**src/rtc_pkg.sv**
```systemverilog
/*
 Shared constants and types of the real-time clock core: register map,
 field positions, reset values, timing counts, bus and time carriers.
 Assumes a 250 MHz system clock and byte addresses on the register bus.
*/
`default_nettype none
package rtc_pkg;
	// timing
	localparam int CLK_MHZ = 250;
	localparam int PULSE_MS = 250;
	localparam int PULSE_CYC = PULSE_MS * CLK_MHZ * 1000;
	localparam int OSC_HZ = 32768;
	localparam int I2C_MAX_KHZ = 400;
	// serial bus address, value arbitrary
	localparam logic [6:0] I2C_DEV_ADDR = 7'h52;
	// register byte offsets
	localparam logic [4:0] OFS_TIME = 5'h00;
	localparam logic [4:0] OFS_DATE = 5'h04;
	localparam logic [4:0] OFS_ALM_T = 5'h08;
	localparam logic [4:0] OFS_ALM_D = 5'h0c;
	localparam logic [4:0] OFS_CTRL = 5'h10;
	localparam logic [4:0] OFS_STAT = 5'h14;
	localparam logic [4:0] OFS_MASK = 5'h18;
	// field positions
	localparam int CTL_ALM_EN = 0;
	localparam int CTL_IM = 1;
	localparam int CTL_ACLR = 2;
	localparam int CTL_FO_LSB = 4;
	localparam int ST_ALM = 0;
	localparam int ST_SEC = 1;
	localparam logic [31:0] ALM_T_MASK = 32'h879f_bfbf;
	localparam logic [23:0] ALM_D_MASK = 24'hff_8f_9f;
	// limits and reset values
	localparam logic [5:0] SEC_MAX = 6'h3b;
	localparam logic [5:0] MIN_MAX = 6'h3b;
	localparam logic [4:0] HOUR_MAX = 5'h17;
	localparam logic [2:0] DOW_MAX = 3'h6;
	localparam logic [3:0] MONTH_MAX = 4'hc;
	localparam logic [6:0] YEAR_MAX = 7'h63;
	localparam logic [4:0] DATE_RST = 5'h01;
	localparam logic [3:0] MONTH_RST = 4'h1;

	typedef struct packed {
		logic [6:0] year;
		logic [3:0] month;
		logic [4:0] date;
		logic [2:0] dow;
		logic [4:0] hour;
		logic [5:0] min;
		logic [5:0] sec;
	} rtc_time_s;

	typedef struct packed {
		logic [4:0] address;
		logic read;
		logic write;
		logic [31:0] writedata;
	} rtc_avs_req_s;

	typedef struct packed {
		logic [31:0] readdata;
		logic waitrequest;
	} rtc_avs_rsp_s;

	typedef enum logic [2:0] {I2C_IDLE, I2C_ADDR, I2C_ACK, I2C_WR, I2C_RD, I2C_RACK} rtc_i2c_e;
endpackage
`default_nettype wire

```
**src/rtc_sync.sv**
```systemverilog
/*
 Two-stage synchroniser for a vector of independent levels.
 Assumes each bit is a slow level; no bus coherence across bits.
*/
`timescale 1ns/100ps
`default_nettype none
module rtc_sync #(
	parameter int W = 1
) (
	// clock and reset
	input wire logic sys_clk,
	input wire logic reset,
	// levels from outside, levels in clock domain
	input wire logic [W-1:0] d,
	output logic [W-1:0] q
);
	import rtc_pkg::*;
	logic [1:0][W-1:0] s_reg, s_next;

	always_comb begin
		s_next = {s_reg[0], d};
	end

	always_ff @(posedge sys_clk) begin
		if (reset) begin
			s_reg <= '0;
		end else begin
			s_reg <= s_next;
		end
	end

	assign q = s_reg[1];
endmodule // rtc_sync
`default_nettype wire

```
**src/rtc_core.sv**
```systemverilog
/*
 Real-time clock and calendar with alarm, shared alarm/frequency pin,
 a small two-wire serial read port and an Avalon-MM register slave.
 Assumes osc, scl, sda and backup inputs are asynchronous levels.
*/
// The placing of the registers and register access over Avalon-MM were left to the implementer.
`timescale 1ns/100ps
`default_nettype none
// Overview of operation
// - Seconds, minutes, hours, date, month, year and weekday are kept as separate counters.
// - The calendar rolls over correctly to 2099 and inserts the leap day on its own.
// - The alarm compares any enabled field with the running time and fires on a full match while the frequency-select bits are zero.
// - An alarm sets a readable status flag and may also drive the shared pin as an interrupt.
// - A repeating mode lets the alarm fire again on every later match.
// - Time is derived from the 32.768 kHz reference on the oscillator input.
// - The frequency-select control bits choose between interrupt and frequency use of the shared pin.
// - In interrupt mode the shared pin is open-drain and pulls low to report an alarm.
// - In frequency mode the shared pin pulls low open-drain following a selected crystal-derived clock.
// - In backup supply mode the serial clock is ignored and the data line is never pulled low.
// - Serial data both ways is clocked by the master's clock on an open-drain data line.
// - The serial bus runs at up to 400 kHz and the master keeps below that rate.
// - In single-event mode a match pulls the pin low and sets the flag until cleared by software or auto-clear.
// - In pulsed mode each match pulls the pin low for 250 ms and sets the flag.
module rtc_core #(
	parameter int PULSE_CYCLES = rtc_pkg::PULSE_CYC
) (
	// clock and reset
	input wire logic sys_clk,
	input wire logic reset,
	// register bus
	input wire rtc_pkg::rtc_avs_req_s avs_req,
	output var rtc_pkg::rtc_avs_rsp_s avs_rsp,
	output logic irq,
	// oscillator
	input wire logic osc_input_pin,
	output logic osc_output_pin,
	// serial bus
	input wire logic scl_in,
	input wire logic sda_in,
	output logic sda_out,
	output logic sda_oe,
	// supply state and shared pin
	input wire logic backup_mode,
	output logic alarm_or_freq_out_pin_out,
	output logic alarm_or_freq_out_pin_oe
);
	import rtc_pkg::*;

	typedef struct packed {
		rtc_time_s tm;
		logic [14:0] pre;
		logic osc_d;
		logic scl_d;
		logic sda_d;
		logic tick_d;
		logic osc_out;
		logic [31:0] alm_t;
		logic [23:0] alm_d;
		logic [7:0] ctrl;
		logic [1:0] status;
		logic [1:0] mask;
		logic [25:0] pulse;
		logic pin_oe;
		logic irq;
		logic wreq;
		logic [31:0] rdata;
		rtc_i2c_e st;
		logic [3:0] bitc;
		logic [7:0] sh;
		logic rw;
		logic [2:0] ptr;
		logic sda_oe;
	} rtc_core_s;

	rtc_core_s s_reg, s_next;
	logic [3:0] syn;
	logic osc_s, scl_s, sda_s, bkp_s;
	logic osc_edge, sec_tick, scl_rise, scl_fall, i2c_start, i2c_stop;
	logic fo_lvl, any_en, alm_hit, wr_acc, rd_acc;
	logic [3:0] fo;
	logic [7:0] rd_byte;
	logic [31:0] time_w, date_w;

	function automatic logic [4:0] days_in(input logic [3:0] m, input logic [6:0] y);
		case (m)
			4'h2: days_in = (y[1:0] == 2'h0) ? 5'h1d : 5'h1c;
			4'h4, 4'h6, 4'h9, 4'hb: days_in = 5'h1e;
			default: days_in = 5'h1f;
		endcase
	endfunction

	function automatic logic fmatch(input logic en, input logic [6:0] a, input logic [6:0] c);
		fmatch = !en || (a == c);
	endfunction

	// sampling at 250 MHz leaves wide margin under a 400 kHz bus
	rtc_sync #(.W(4)) u_sync (
		.sys_clk(sys_clk),
		.reset(reset),
		.d({backup_mode, sda_in, scl_in, osc_input_pin}),
		.q(syn)
	);
	assign {bkp_s, sda_s, scl_s, osc_s} = syn;

	assign osc_edge = osc_s && !s_reg.osc_d;
	assign sec_tick = osc_edge && (s_reg.pre == 15'h7fff);
	// backup mode blinds the serial front end
	assign scl_rise = !bkp_s && scl_s && !s_reg.scl_d;
	assign scl_fall = !bkp_s && !scl_s && s_reg.scl_d;
	assign i2c_start = !bkp_s && scl_s && s_reg.scl_d && s_reg.sda_d && !sda_s;
	assign i2c_stop = !bkp_s && scl_s && s_reg.scl_d && !s_reg.sda_d && sda_s;
	assign fo = s_reg.ctrl[CTL_FO_LSB +: 4];
	assign fo_lvl = (fo == 4'h1) ? osc_s : s_reg.pre[fo - 4'h2];
	assign wr_acc = avs_req.write && !s_reg.wreq;
	assign rd_acc = avs_req.read && !s_reg.wreq;

	assign time_w = {5'h00, s_reg.tm.dow, 3'h0, s_reg.tm.hour, 2'h0, s_reg.tm.min, 2'h0, s_reg.tm.sec};
	assign date_w = {9'h000, s_reg.tm.year, 4'h0, s_reg.tm.month, 3'h0, s_reg.tm.date};

	assign any_en = s_reg.alm_t[7] | s_reg.alm_t[15] | s_reg.alm_t[23] | s_reg.alm_t[31] |
		s_reg.alm_d[7] | s_reg.alm_d[15] | s_reg.alm_d[23];
	// compare one cycle after the tick, against the freshly counted time
	assign alm_hit = s_reg.tick_d && s_reg.ctrl[CTL_ALM_EN] && (fo == 4'h0) && any_en &&
		fmatch(s_reg.alm_t[7], {1'b0, s_reg.alm_t[5:0]}, {1'b0, s_reg.tm.sec}) &&
		fmatch(s_reg.alm_t[15], {1'b0, s_reg.alm_t[13:8]}, {1'b0, s_reg.tm.min}) &&
		fmatch(s_reg.alm_t[23], {2'h0, s_reg.alm_t[20:16]}, {2'h0, s_reg.tm.hour}) &&
		fmatch(s_reg.alm_t[31], {4'h0, s_reg.alm_t[26:24]}, {4'h0, s_reg.tm.dow}) &&
		fmatch(s_reg.alm_d[7], {2'h0, s_reg.alm_d[4:0]}, {2'h0, s_reg.tm.date}) &&
		fmatch(s_reg.alm_d[15], {3'h0, s_reg.alm_d[11:8]}, {3'h0, s_reg.tm.month}) &&
		fmatch(s_reg.alm_d[23], s_reg.alm_d[22:16], s_reg.tm.year);

	always_comb begin
		case (s_reg.ptr)
			3'h0: rd_byte = {2'h0, s_reg.tm.sec};
			3'h1: rd_byte = {2'h0, s_reg.tm.min};
			3'h2: rd_byte = {3'h0, s_reg.tm.hour};
			3'h3: rd_byte = {5'h00, s_reg.tm.dow};
			3'h4: rd_byte = {3'h0, s_reg.tm.date};
			3'h5: rd_byte = {4'h0, s_reg.tm.month};
			3'h6: rd_byte = {1'b0, s_reg.tm.year};
			default: rd_byte = 8'h00;
		endcase
	end

	always_comb begin
		s_next = s_reg;
		s_next.osc_d = osc_s;
		s_next.scl_d = scl_s;
		s_next.sda_d = sda_s;
		s_next.tick_d = sec_tick;
		s_next.osc_out = !osc_s;
		if (osc_edge) begin
			s_next.pre = s_reg.pre + 15'h0001;
		end
		// counter chain, each field wraps into the next
		if (sec_tick) begin
			s_next.tm.sec = s_reg.tm.sec + 6'h01;
			if (s_reg.tm.sec == SEC_MAX) begin
				s_next.tm.sec = 6'h00;
				s_next.tm.min = s_reg.tm.min + 6'h01;
				if (s_reg.tm.min == MIN_MAX) begin
					s_next.tm.min = 6'h00;
					s_next.tm.hour = s_reg.tm.hour + 5'h01;
					if (s_reg.tm.hour == HOUR_MAX) begin
						s_next.tm.hour = 5'h00;
						s_next.tm.dow = (s_reg.tm.dow == DOW_MAX) ? 3'h0 : s_reg.tm.dow + 3'h1;
						s_next.tm.date = s_reg.tm.date + 5'h01;
						// 2000 to 2099: every fourth year is leap
						if (s_reg.tm.date == days_in(s_reg.tm.month, s_reg.tm.year)) begin
							s_next.tm.date = 5'h01;
							s_next.tm.month = s_reg.tm.month + 4'h1;
							if (s_reg.tm.month == MONTH_MAX) begin
								s_next.tm.month = 4'h1;
								s_next.tm.year = (s_reg.tm.year == YEAR_MAX) ? 7'h00 : s_reg.tm.year + 7'h01;
							end
						end
					end
				end
			end
		end

		// bus slave: one wait cycle, then the access completes
		s_next.wreq = 1'b1;
		if ((avs_req.read || avs_req.write) && s_reg.wreq) begin
			s_next.wreq = 1'b0;
			case (avs_req.address)
				OFS_TIME: s_next.rdata = time_w;
				OFS_DATE: s_next.rdata = date_w;
				OFS_ALM_T: s_next.rdata = s_reg.alm_t;
				OFS_ALM_D: s_next.rdata = {8'h00, s_reg.alm_d};
				OFS_CTRL: s_next.rdata = {24'h000000, s_reg.ctrl};
				OFS_STAT: s_next.rdata = {29'h00000000, bkp_s, s_reg.status};
				OFS_MASK: s_next.rdata = {30'h00000000, s_reg.mask};
				default: s_next.rdata = 32'h00000000;
			endcase
		end
		if (wr_acc) begin
			case (avs_req.address)
				OFS_TIME: begin
					s_next.tm.sec = avs_req.writedata[5:0];
					s_next.tm.min = avs_req.writedata[13:8];
					s_next.tm.hour = avs_req.writedata[20:16];
					s_next.tm.dow = avs_req.writedata[26:24];
					s_next.pre = 15'h0000;
				end
				OFS_DATE: begin
					s_next.tm.date = avs_req.writedata[4:0];
					s_next.tm.month = avs_req.writedata[11:8];
					s_next.tm.year = avs_req.writedata[22:16];
				end
				OFS_ALM_T: s_next.alm_t = avs_req.writedata & ALM_T_MASK;
				OFS_ALM_D: s_next.alm_d = avs_req.writedata[23:0] & ALM_D_MASK;
				OFS_CTRL: s_next.ctrl = avs_req.writedata[7:0];
				OFS_STAT: s_next.status = s_reg.status & ~avs_req.writedata[1:0];
				OFS_MASK: s_next.mask = avs_req.writedata[1:0];
				default: ;
			endcase
		end
		if (rd_acc && avs_req.address == OFS_STAT && s_reg.ctrl[CTL_ACLR]) begin
			s_next.status[ST_ALM] = 1'b0;
		end

		// sets come after clears so an event is never lost
		if (s_reg.pulse != 26'h0000000) begin
			s_next.pulse = s_reg.pulse - 26'h0000001;
		end
		if (alm_hit) begin
			s_next.status[ST_ALM] = 1'b1;
			if (s_reg.ctrl[CTL_IM]) begin
				s_next.pulse = 26'(PULSE_CYCLES);
			end
		end
		if (sec_tick) begin
			s_next.status[ST_SEC] = 1'b1;
		end
		s_next.irq = |(s_next.status & s_next.mask);

		// pin pulls low while oe is high
		if (fo != 4'h0) begin
			s_next.pin_oe = !fo_lvl;
		end else if (s_reg.ctrl[CTL_IM]) begin
			s_next.pin_oe = (s_next.pulse != 26'h0000000);
		end else begin
			s_next.pin_oe = s_next.status[ST_ALM];
		end

		// serial front end: address, register pointer, sequential reads
		if (bkp_s || i2c_stop) begin
			s_next.st = I2C_IDLE;
			s_next.sda_oe = 1'b0;
		end else if (i2c_start) begin
			s_next.st = I2C_ADDR;
			s_next.bitc = 4'h0;
			s_next.sda_oe = 1'b0;
		end else if (scl_rise) begin
			case (s_reg.st)
				I2C_ADDR, I2C_WR: begin
					s_next.sh = {s_reg.sh[6:0], sda_s};
					s_next.bitc = s_reg.bitc + 4'h1;
				end
				I2C_RACK: s_next.st = sda_s ? I2C_IDLE : I2C_ACK;
				default: ;
			endcase
		end else if (scl_fall) begin
			case (s_reg.st)
				I2C_ADDR: if (s_reg.bitc == 4'h8) begin
					s_next.bitc = 4'h0;
					s_next.rw = s_reg.sh[0];
					s_next.sda_oe = (s_reg.sh[7:1] == I2C_DEV_ADDR);
					s_next.st = (s_reg.sh[7:1] == I2C_DEV_ADDR) ? I2C_ACK : I2C_IDLE;
				end
				I2C_WR: if (s_reg.bitc == 4'h8) begin
					s_next.bitc = 4'h0;
					s_next.ptr = s_reg.sh[2:0];
					s_next.sda_oe = 1'b1;
					s_next.st = I2C_ACK;
				end
				I2C_ACK: begin
					s_next.sda_oe = 1'b0;
					s_next.st = I2C_WR;
					s_next.bitc = 4'h0;
					if (s_reg.rw) begin
						s_next.st = I2C_RD;
						s_next.sh = {rd_byte[6:0], 1'b0};
						s_next.sda_oe = !rd_byte[7];
						s_next.bitc = 4'h1;
						s_next.ptr = (s_reg.ptr == 3'h6) ? 3'h0 : s_reg.ptr + 3'h1;
					end
				end
				I2C_RD: if (s_reg.bitc == 4'h8) begin
					s_next.sda_oe = 1'b0;
					s_next.st = I2C_RACK;
				end else begin
					s_next.sda_oe = !s_reg.sh[7];
					s_next.sh = {s_reg.sh[6:0], 1'b0};
					s_next.bitc = s_reg.bitc + 4'h1;
				end
				default: ;
			endcase
		end
	end

	always_ff @(posedge sys_clk) begin
		if (reset) begin
			s_reg <= '{tm: '{date: DATE_RST, month: MONTH_RST, default: '0}, wreq: 1'b1, st: I2C_IDLE, default: '0};
		end else begin
			s_reg <= s_next;
		end
	end

	assign avs_rsp = '{readdata: s_reg.rdata, waitrequest: s_reg.wreq};
	assign irq = s_reg.irq;
	assign osc_output_pin = s_reg.osc_out;
	assign sda_out = 1'b0;
	assign sda_oe = s_reg.sda_oe;
	assign alarm_or_freq_out_pin_out = 1'b0;
	assign alarm_or_freq_out_pin_oe = s_reg.pin_oe;
endmodule // rtc_core
`default_nettype wire

```
**config.mk**
```make
export PLATFORM = sky130hd
export DESIGN_NAME = rtc_core
export DESIGN_NICKNAME = d
export VERILOG_FILES = /design/src/rtc_pkg.sv /design/src/rtc_sync.sv /design/src/rtc_core.sv
export SDC_FILE = /design/constraint.sdc
export NUM_CORES = 1
export LEC_CHECK = 0
export BUFFER_PORTS_ARGS = -buffer_cell sky130_fd_sc_hd__buf_2
export CORE_MARGIN = 5
export CORE_UTILIZATION = 40
export DETAILED_ROUTE_END_ITERATION = 16
export PLACE_DENSITY = 0.57
export SETUP_SLACK_MARGIN = 0.1
export SLEW_MARGIN = 25
export SYNTH_ARGS = -nofsm -noshare
export SYNTH_HDL_FRONTEND = slang
export SYNTH_SLANG_ARGS = --single-unit
```
**constraint.sdc**
```tcl
create_clock -name sys_clk -period 3.6 [get_ports sys_clk]
set_input_delay 0.72 -clock sys_clk [delete_from_list [all_inputs] [get_ports sys_clk]]
set_output_delay 0.72 -clock sys_clk [all_outputs]
set_load 0.005 [all_outputs]
```
After elaboration in Yosys (flattened, before gate mapping)
Cells that the tools add are included.

Memories kept: 0. Input port bits: 45. Latch bits: 0. Register bits: 200. Output and inout bits: 39. ROM bits: 0. Memory bits (writable): 0.

Magnitude comparators: 1. Reduce and logical (&&, ||, !) cells: 82. Eq/ne operators: 55. Bitwise operators: 12. Shift operators: 0. $add $sub $neg: 12. Divide/modulo/power cells: 0. $mul: 0. Mux-type cells: 70.

Operator list (number): one-hot mux 32 bit (7 select lines) (1); two-way mux 26 bit (3); two-way mux 15 bit (5); two-way mux 36 bit (2); nonzero test 26 bit (2); two-way mux 51 bit (1); one-hot mux 7 bit (7 select lines) (1); two-way mux 12 bit (4); two-way mux 4 bit (11); two-way mux 35 bit (1); two-way mux 33 bit (1); two-way mux 16 bit (2); two-way mux 30 bit (1); one-hot mux 7 bit (4 select lines) (1); logical AND 1 bit (26); subtractor 26 x 1 -> 26 bit, second input constant (1); two-way mux 5 bit (5); two-way mux 24 bit (1); two-way mux 7 bit (3); AND reduction 7 bit (3); == test 5 bit, second input constant (4); two-way mux 20 bit (1); == test 3 bit, second input constant (6); AND reduction 6 bit (3); 61 further kinds (143).

Depth between registers and ports, before layout
Depth after elaboration: 18. Mapped depth: 12. Depth with buffers taken out: 10.

Cells and area by module
A second synthesis with hierarchy kept.

Cell total of the unflattened synthesis: 1325. Area, all modules: 10764.1 um^2.

Modules (own cells, without submodules): rtc_core (cells an instance 1309, times used 1, area each 10553.9 um^2, sequential area each 3743.6 um^2); rtc_sync (cells an instance 16, times used 1, area each 210.2 um^2, sequential area each 160.2 um^2).

Worst setup path after synthesis
Ideal clock, no wire load.

Kind: register to register. Start point: register s_reg[55] (netlist name). End point: register s_reg, in the netlist alarm_or_freq_out_pin_oe. Path buffers: 0. Cell stages (with the launch flop): 11. Required time: 3.480 ns. Clock period less this slack: 3.025 ns. Arrival time: 2.905 ns. Setup slack: 0.575 ns. Cells stage by stage: dfxtp_1 > inv_1 > ha_1 > nor3b_1 > nand4_1 > a211o_1 > or4_1 > xor2_1 > nand3_1 > or4_1 > o31a_1.

Cells in the longest elaborated chain, start to end: 7. Elaborated cells on any way between the ends: 8. Classes of those cells: add/sub: 1; mux: 5; reduce/logical: 2.

Ends and longest elaborated chain: start, declared (line rtc_core.sv:75) `rtc_core_s s_reg, s_next;`; start signal, assigned (line rtc_core.sv:307) `s_reg <= s_next;`; subtractor 26 x 1 -> 26 bit or nonzero test 26 bit (tied branches) (line rtc_core.sv:225, rtc_core.sv:224); two-way mux 26 bit * (line rtc_core.sv:224) `if (s_reg.pulse != 26'h0000000) begin`; two-way mux 26 bit (line rtc_core.sv:229) `if (s_reg.ctrl[CTL_IM]) begin`; two-way mux 26 bit * (line rtc_core.sv:227) `if (alm_hit) begin`; nonzero test 26 bit * (line rtc_core.sv:242) `s_next.pin_oe = (s_next.pulse != 26'h0000000);`; two-way mux 1 bit * (line rtc_core.sv:241) `end else if (s_reg.ctrl[CTL_IM]) begin`; two-way mux 1 bit * (line rtc_core.sv:239) `if (fo != 4'h0) begin`.

Every way passes the cells marked *; elsewhere a longest branch is shown, timed or not. A chain may end at the register's enable or synchronous reset.

Worst setup path after layout
Same ends and word-level chain as after synthesis.

==> impl_metrics.py <==
metrics = {
    "sta": {
        "finClkSkew_ps": 17.06,
        "hold_viol_final": 0,
        "fmaxAchievable_ghz": 0.3258,
        "fin_crit_ps": 3069,
        "fin_crit_sh_pct": 85.26,
        "finalSetupViolations": 0,
        "relSlewSlack_pct": 32.61,
        "setup_tns_ps": 0,
        "worst_slack_ps": 530.8,
        "worst_pin_slew_ps": 1008,
        "rsz0062_at_grt": "false",
        "slew_violations": 0,
        "hold_slack_ps": 440.0,
    },
    "clock_network": {
        "post_cts.repair.setup_buffers": 0,
        "htree_levels": 4,
        "clockBufferDepth": 2,
        "cts_tree": "yes",
        "cts_sinks": 195,
        "cts-root-buf": "clkbuf_16",
        "clkLatencyLatePin_ps": 440,
        "clk_pin_slew_ps": 80,
        "post_cts_resized": 0,
        "cts_buffers": 17,
        "ctsHoldBuffers": 0,
    },
    "route": {
        "dr.pass1.iters": 5,
        "postRouteAntennaNets": 0,
        "drt-total-wl_um": 30570,
        "viasPerCell": 5.631,
        "wire_per_inst_um": 18.12,
        "drt_iter0_drc": 697,
        "drc": 0,
        "via_count": 9500,
    },
    "global_route": {
        "grt_usage_pct": 20.63,
        "antenna_found_initial": 0,
        "met2_usage_pct": 30.70,
        "use_met3_pct": 2.904,
        "gr-usage-met1_pct": 31.30,
        "grt_start_max_net_pins": 79,
        "grt_first_pass_wirelength_um": 48920,
        "grt_pass1_vias": 8703,
        "overflow": 0,
        "top_usage_layer": "met1",
    },
    "run": {
        "cap_violations": 0,
    },
    "logic_synthesis": {
        "synthFlopType": "dfxtp_1",
        "yosysSeqAreaShare_pct": 36.99,
        "synthesis.area_mm2": 0.01055,
        "syn_inst": 1334,
        "synth_enable_flop_cells": 0,
        "ys_async_sr_fraction_pct": 0,
        "ys_warn_count": 0,
        "synthDistinctLibCells": 75,
        "ys_ff_latch": 195,
        "syn-mean-instance-area_um2": 7.911,
    },
    "worst_setup_path": {
        "cp.arrival_ps": 3390,
        "endpoint_kind": "register",
        "cp.depth": 10,
        "cp.buffers_inverters": 1,
        "criticalPathCategory": "reg -> reg",
        "start_kind": "register",
        "rr_worst_depth": 10,
        "cpPeakStageDelay_ps": 470,
        "cp_max_fo": 6,
        "cp_top_family": "simple AND/OR/NAND/NOR gates",
        "crit_chain": "inv_1 > ha_1 > nor3b_1 > nand4_1 > a211o_1 > or4_1 > xor2_1 > nand3_1 > or4_1 > o31a_1",
        "cp_slowest_cell": "or4_1",
        "cpMostUsedCell": "or4_1",
        "required_ps": 3920,
        "r2r_slack_ps": 530,
    },
    "cells_and_area": {
        "nets": 1400,
        "final_cell_mix": "dfxtp_1 (195), nor2_1 (163), nand2_1 (156), a21oi_1 (145), buf_2 (70)",
        "design_area_mm2": 0.01162,
        "largest_register_ffs": 135,
        "syn2layout_area_growth_pct": 10.12,
        "drive_gt1_share_pct": 12.94,
        "n_fill_cell": 2644,
        "num_antenna_cells": 0,
        "mostFrequentLayoutCell": "dfxtp_1",
    },
    "die": {
        "die-area_mm2": 0.02973,
        "num_io_pins": 84,
        "start_util_pct": 40.62,
        "die_h_um": 172.4,
        "die_w_um": 172.4,
        "core_area_mm2": 0.02598,
        "rows": 59,
    },
    "power": {
        "vdd_ir_drop_max_mv": 0.2389,
        "p_leak_nw": 4.153,
        "pwr_density_cell_mw_per_mm2": 462.4,
    },
    "placed_design": {
        "place_area_mm2": 0.01103,
        "numPortBuffers": 71,
        "dp_hpwl_um": 22120,
        "gp_congestion": 0.9336,
        "pre_cts_slack_ps": 533.2,
    },
    "worst_hold_path": {
        "hold_depth": 1,
        "min_path_type": "reg -> reg",
    },
    "outcome": {
        "status": "finished clean",
    },
}
## synthesized netlist by cell type (15+ instances only)
library cell    n  area share [%]
xor2_1         33             2.7
mux2i_1        20             1.9
a21oi_1       145             6.9
clkbuf_1       84             3.0
xnor2_1        42             3.5
inv_1          23            0.82
nand4_1        17             1.0
nor3_1         39             1.8
a22oi_1        41             2.9
ha_1           16             1.9
nor2b_1        21             1.2
nor2_1        163             5.8
buf_4          35             2.5
o21ai_0        36             1.7
and3_1         15            0.89
a211oi_1       24             1.7
dfxtp_1       195              37
nand2_1       156             5.5
nand3_1        42             2.0
## per-stage QoR
stage / util, % / std cells / total power [W]
2_1_floorplan: - / 1340 / 0.003246
3_3_place_gp: 42.46 / 1655 / 0.003511
3_5_place_dp: 42.46 / 1655 / 0.003515
4_1_cts: 44.73 / 1687 / 0.005426
5_1_grt: 44.73 / 1687 / 0.005664
6_report: 44.73 / 1687 / 0.005375
## power breakdown
part	switching (W)	total [W]	internal (W)
combinational	0.000619	0.00109	0.000475
sequential	0.000121	0.00237	0.00225
clock	0.000970	0.00191	0.000938
total	0.00171	0.00537	0.00366
## metal layers
metal	wire, um	share of wire, %
met5	0	0
met1	14810	48
met2	13280	43
met3	1977	6.5
met4	503	1.6
## area by class of cell
type                    instances  area [um2]  area share, %
clock buffers                  17       425.4          3.660
flip-flops and latches        195        3904          33.59
clock inverters                15       162.7          1.400
inverters                      23       86.33         0.7428
well taps                     335       419.2          3.606
multi-input cells             992        5962          51.30
repair buffers                110       663.1          5.706
## logic make-up (layout without fill, tap and decap cells)
group	Yosys count	count (layout)	share of synthesized area (%)
simple gates	543	543	24.93
fa+ha+maj	16	16	1.897
flops	195	195	36.99
compound gates	317	317	18.87
other cells	1	7	0.03553
mux	33	33	4.031
xor+xnor	76	76	6.378
buf+inv	153	165	6.864
## path summary, 6_finish.rpt
kind | to | from
worst min register to register | u_sync.q[0]$_SDFF_PP0_ | u_sync.s_next[4]$_SDFF_PP0_
worst max-delay path | alarm_or_freq_out_pin_oe$_SDFF_PP0_ | s_reg[55]$_SDFF_PP0_
worst min-delay path | u_sync.q[0]$_SDFF_PP0_ | u_sync.s_next[4]$_SDFF_PP0_
worst max register to register | alarm_or_freq_out_pin_oe$_SDFF_PP0_ | s_reg[55]$_SDFF_PP0_
Power figures use the tool's default switching activity.
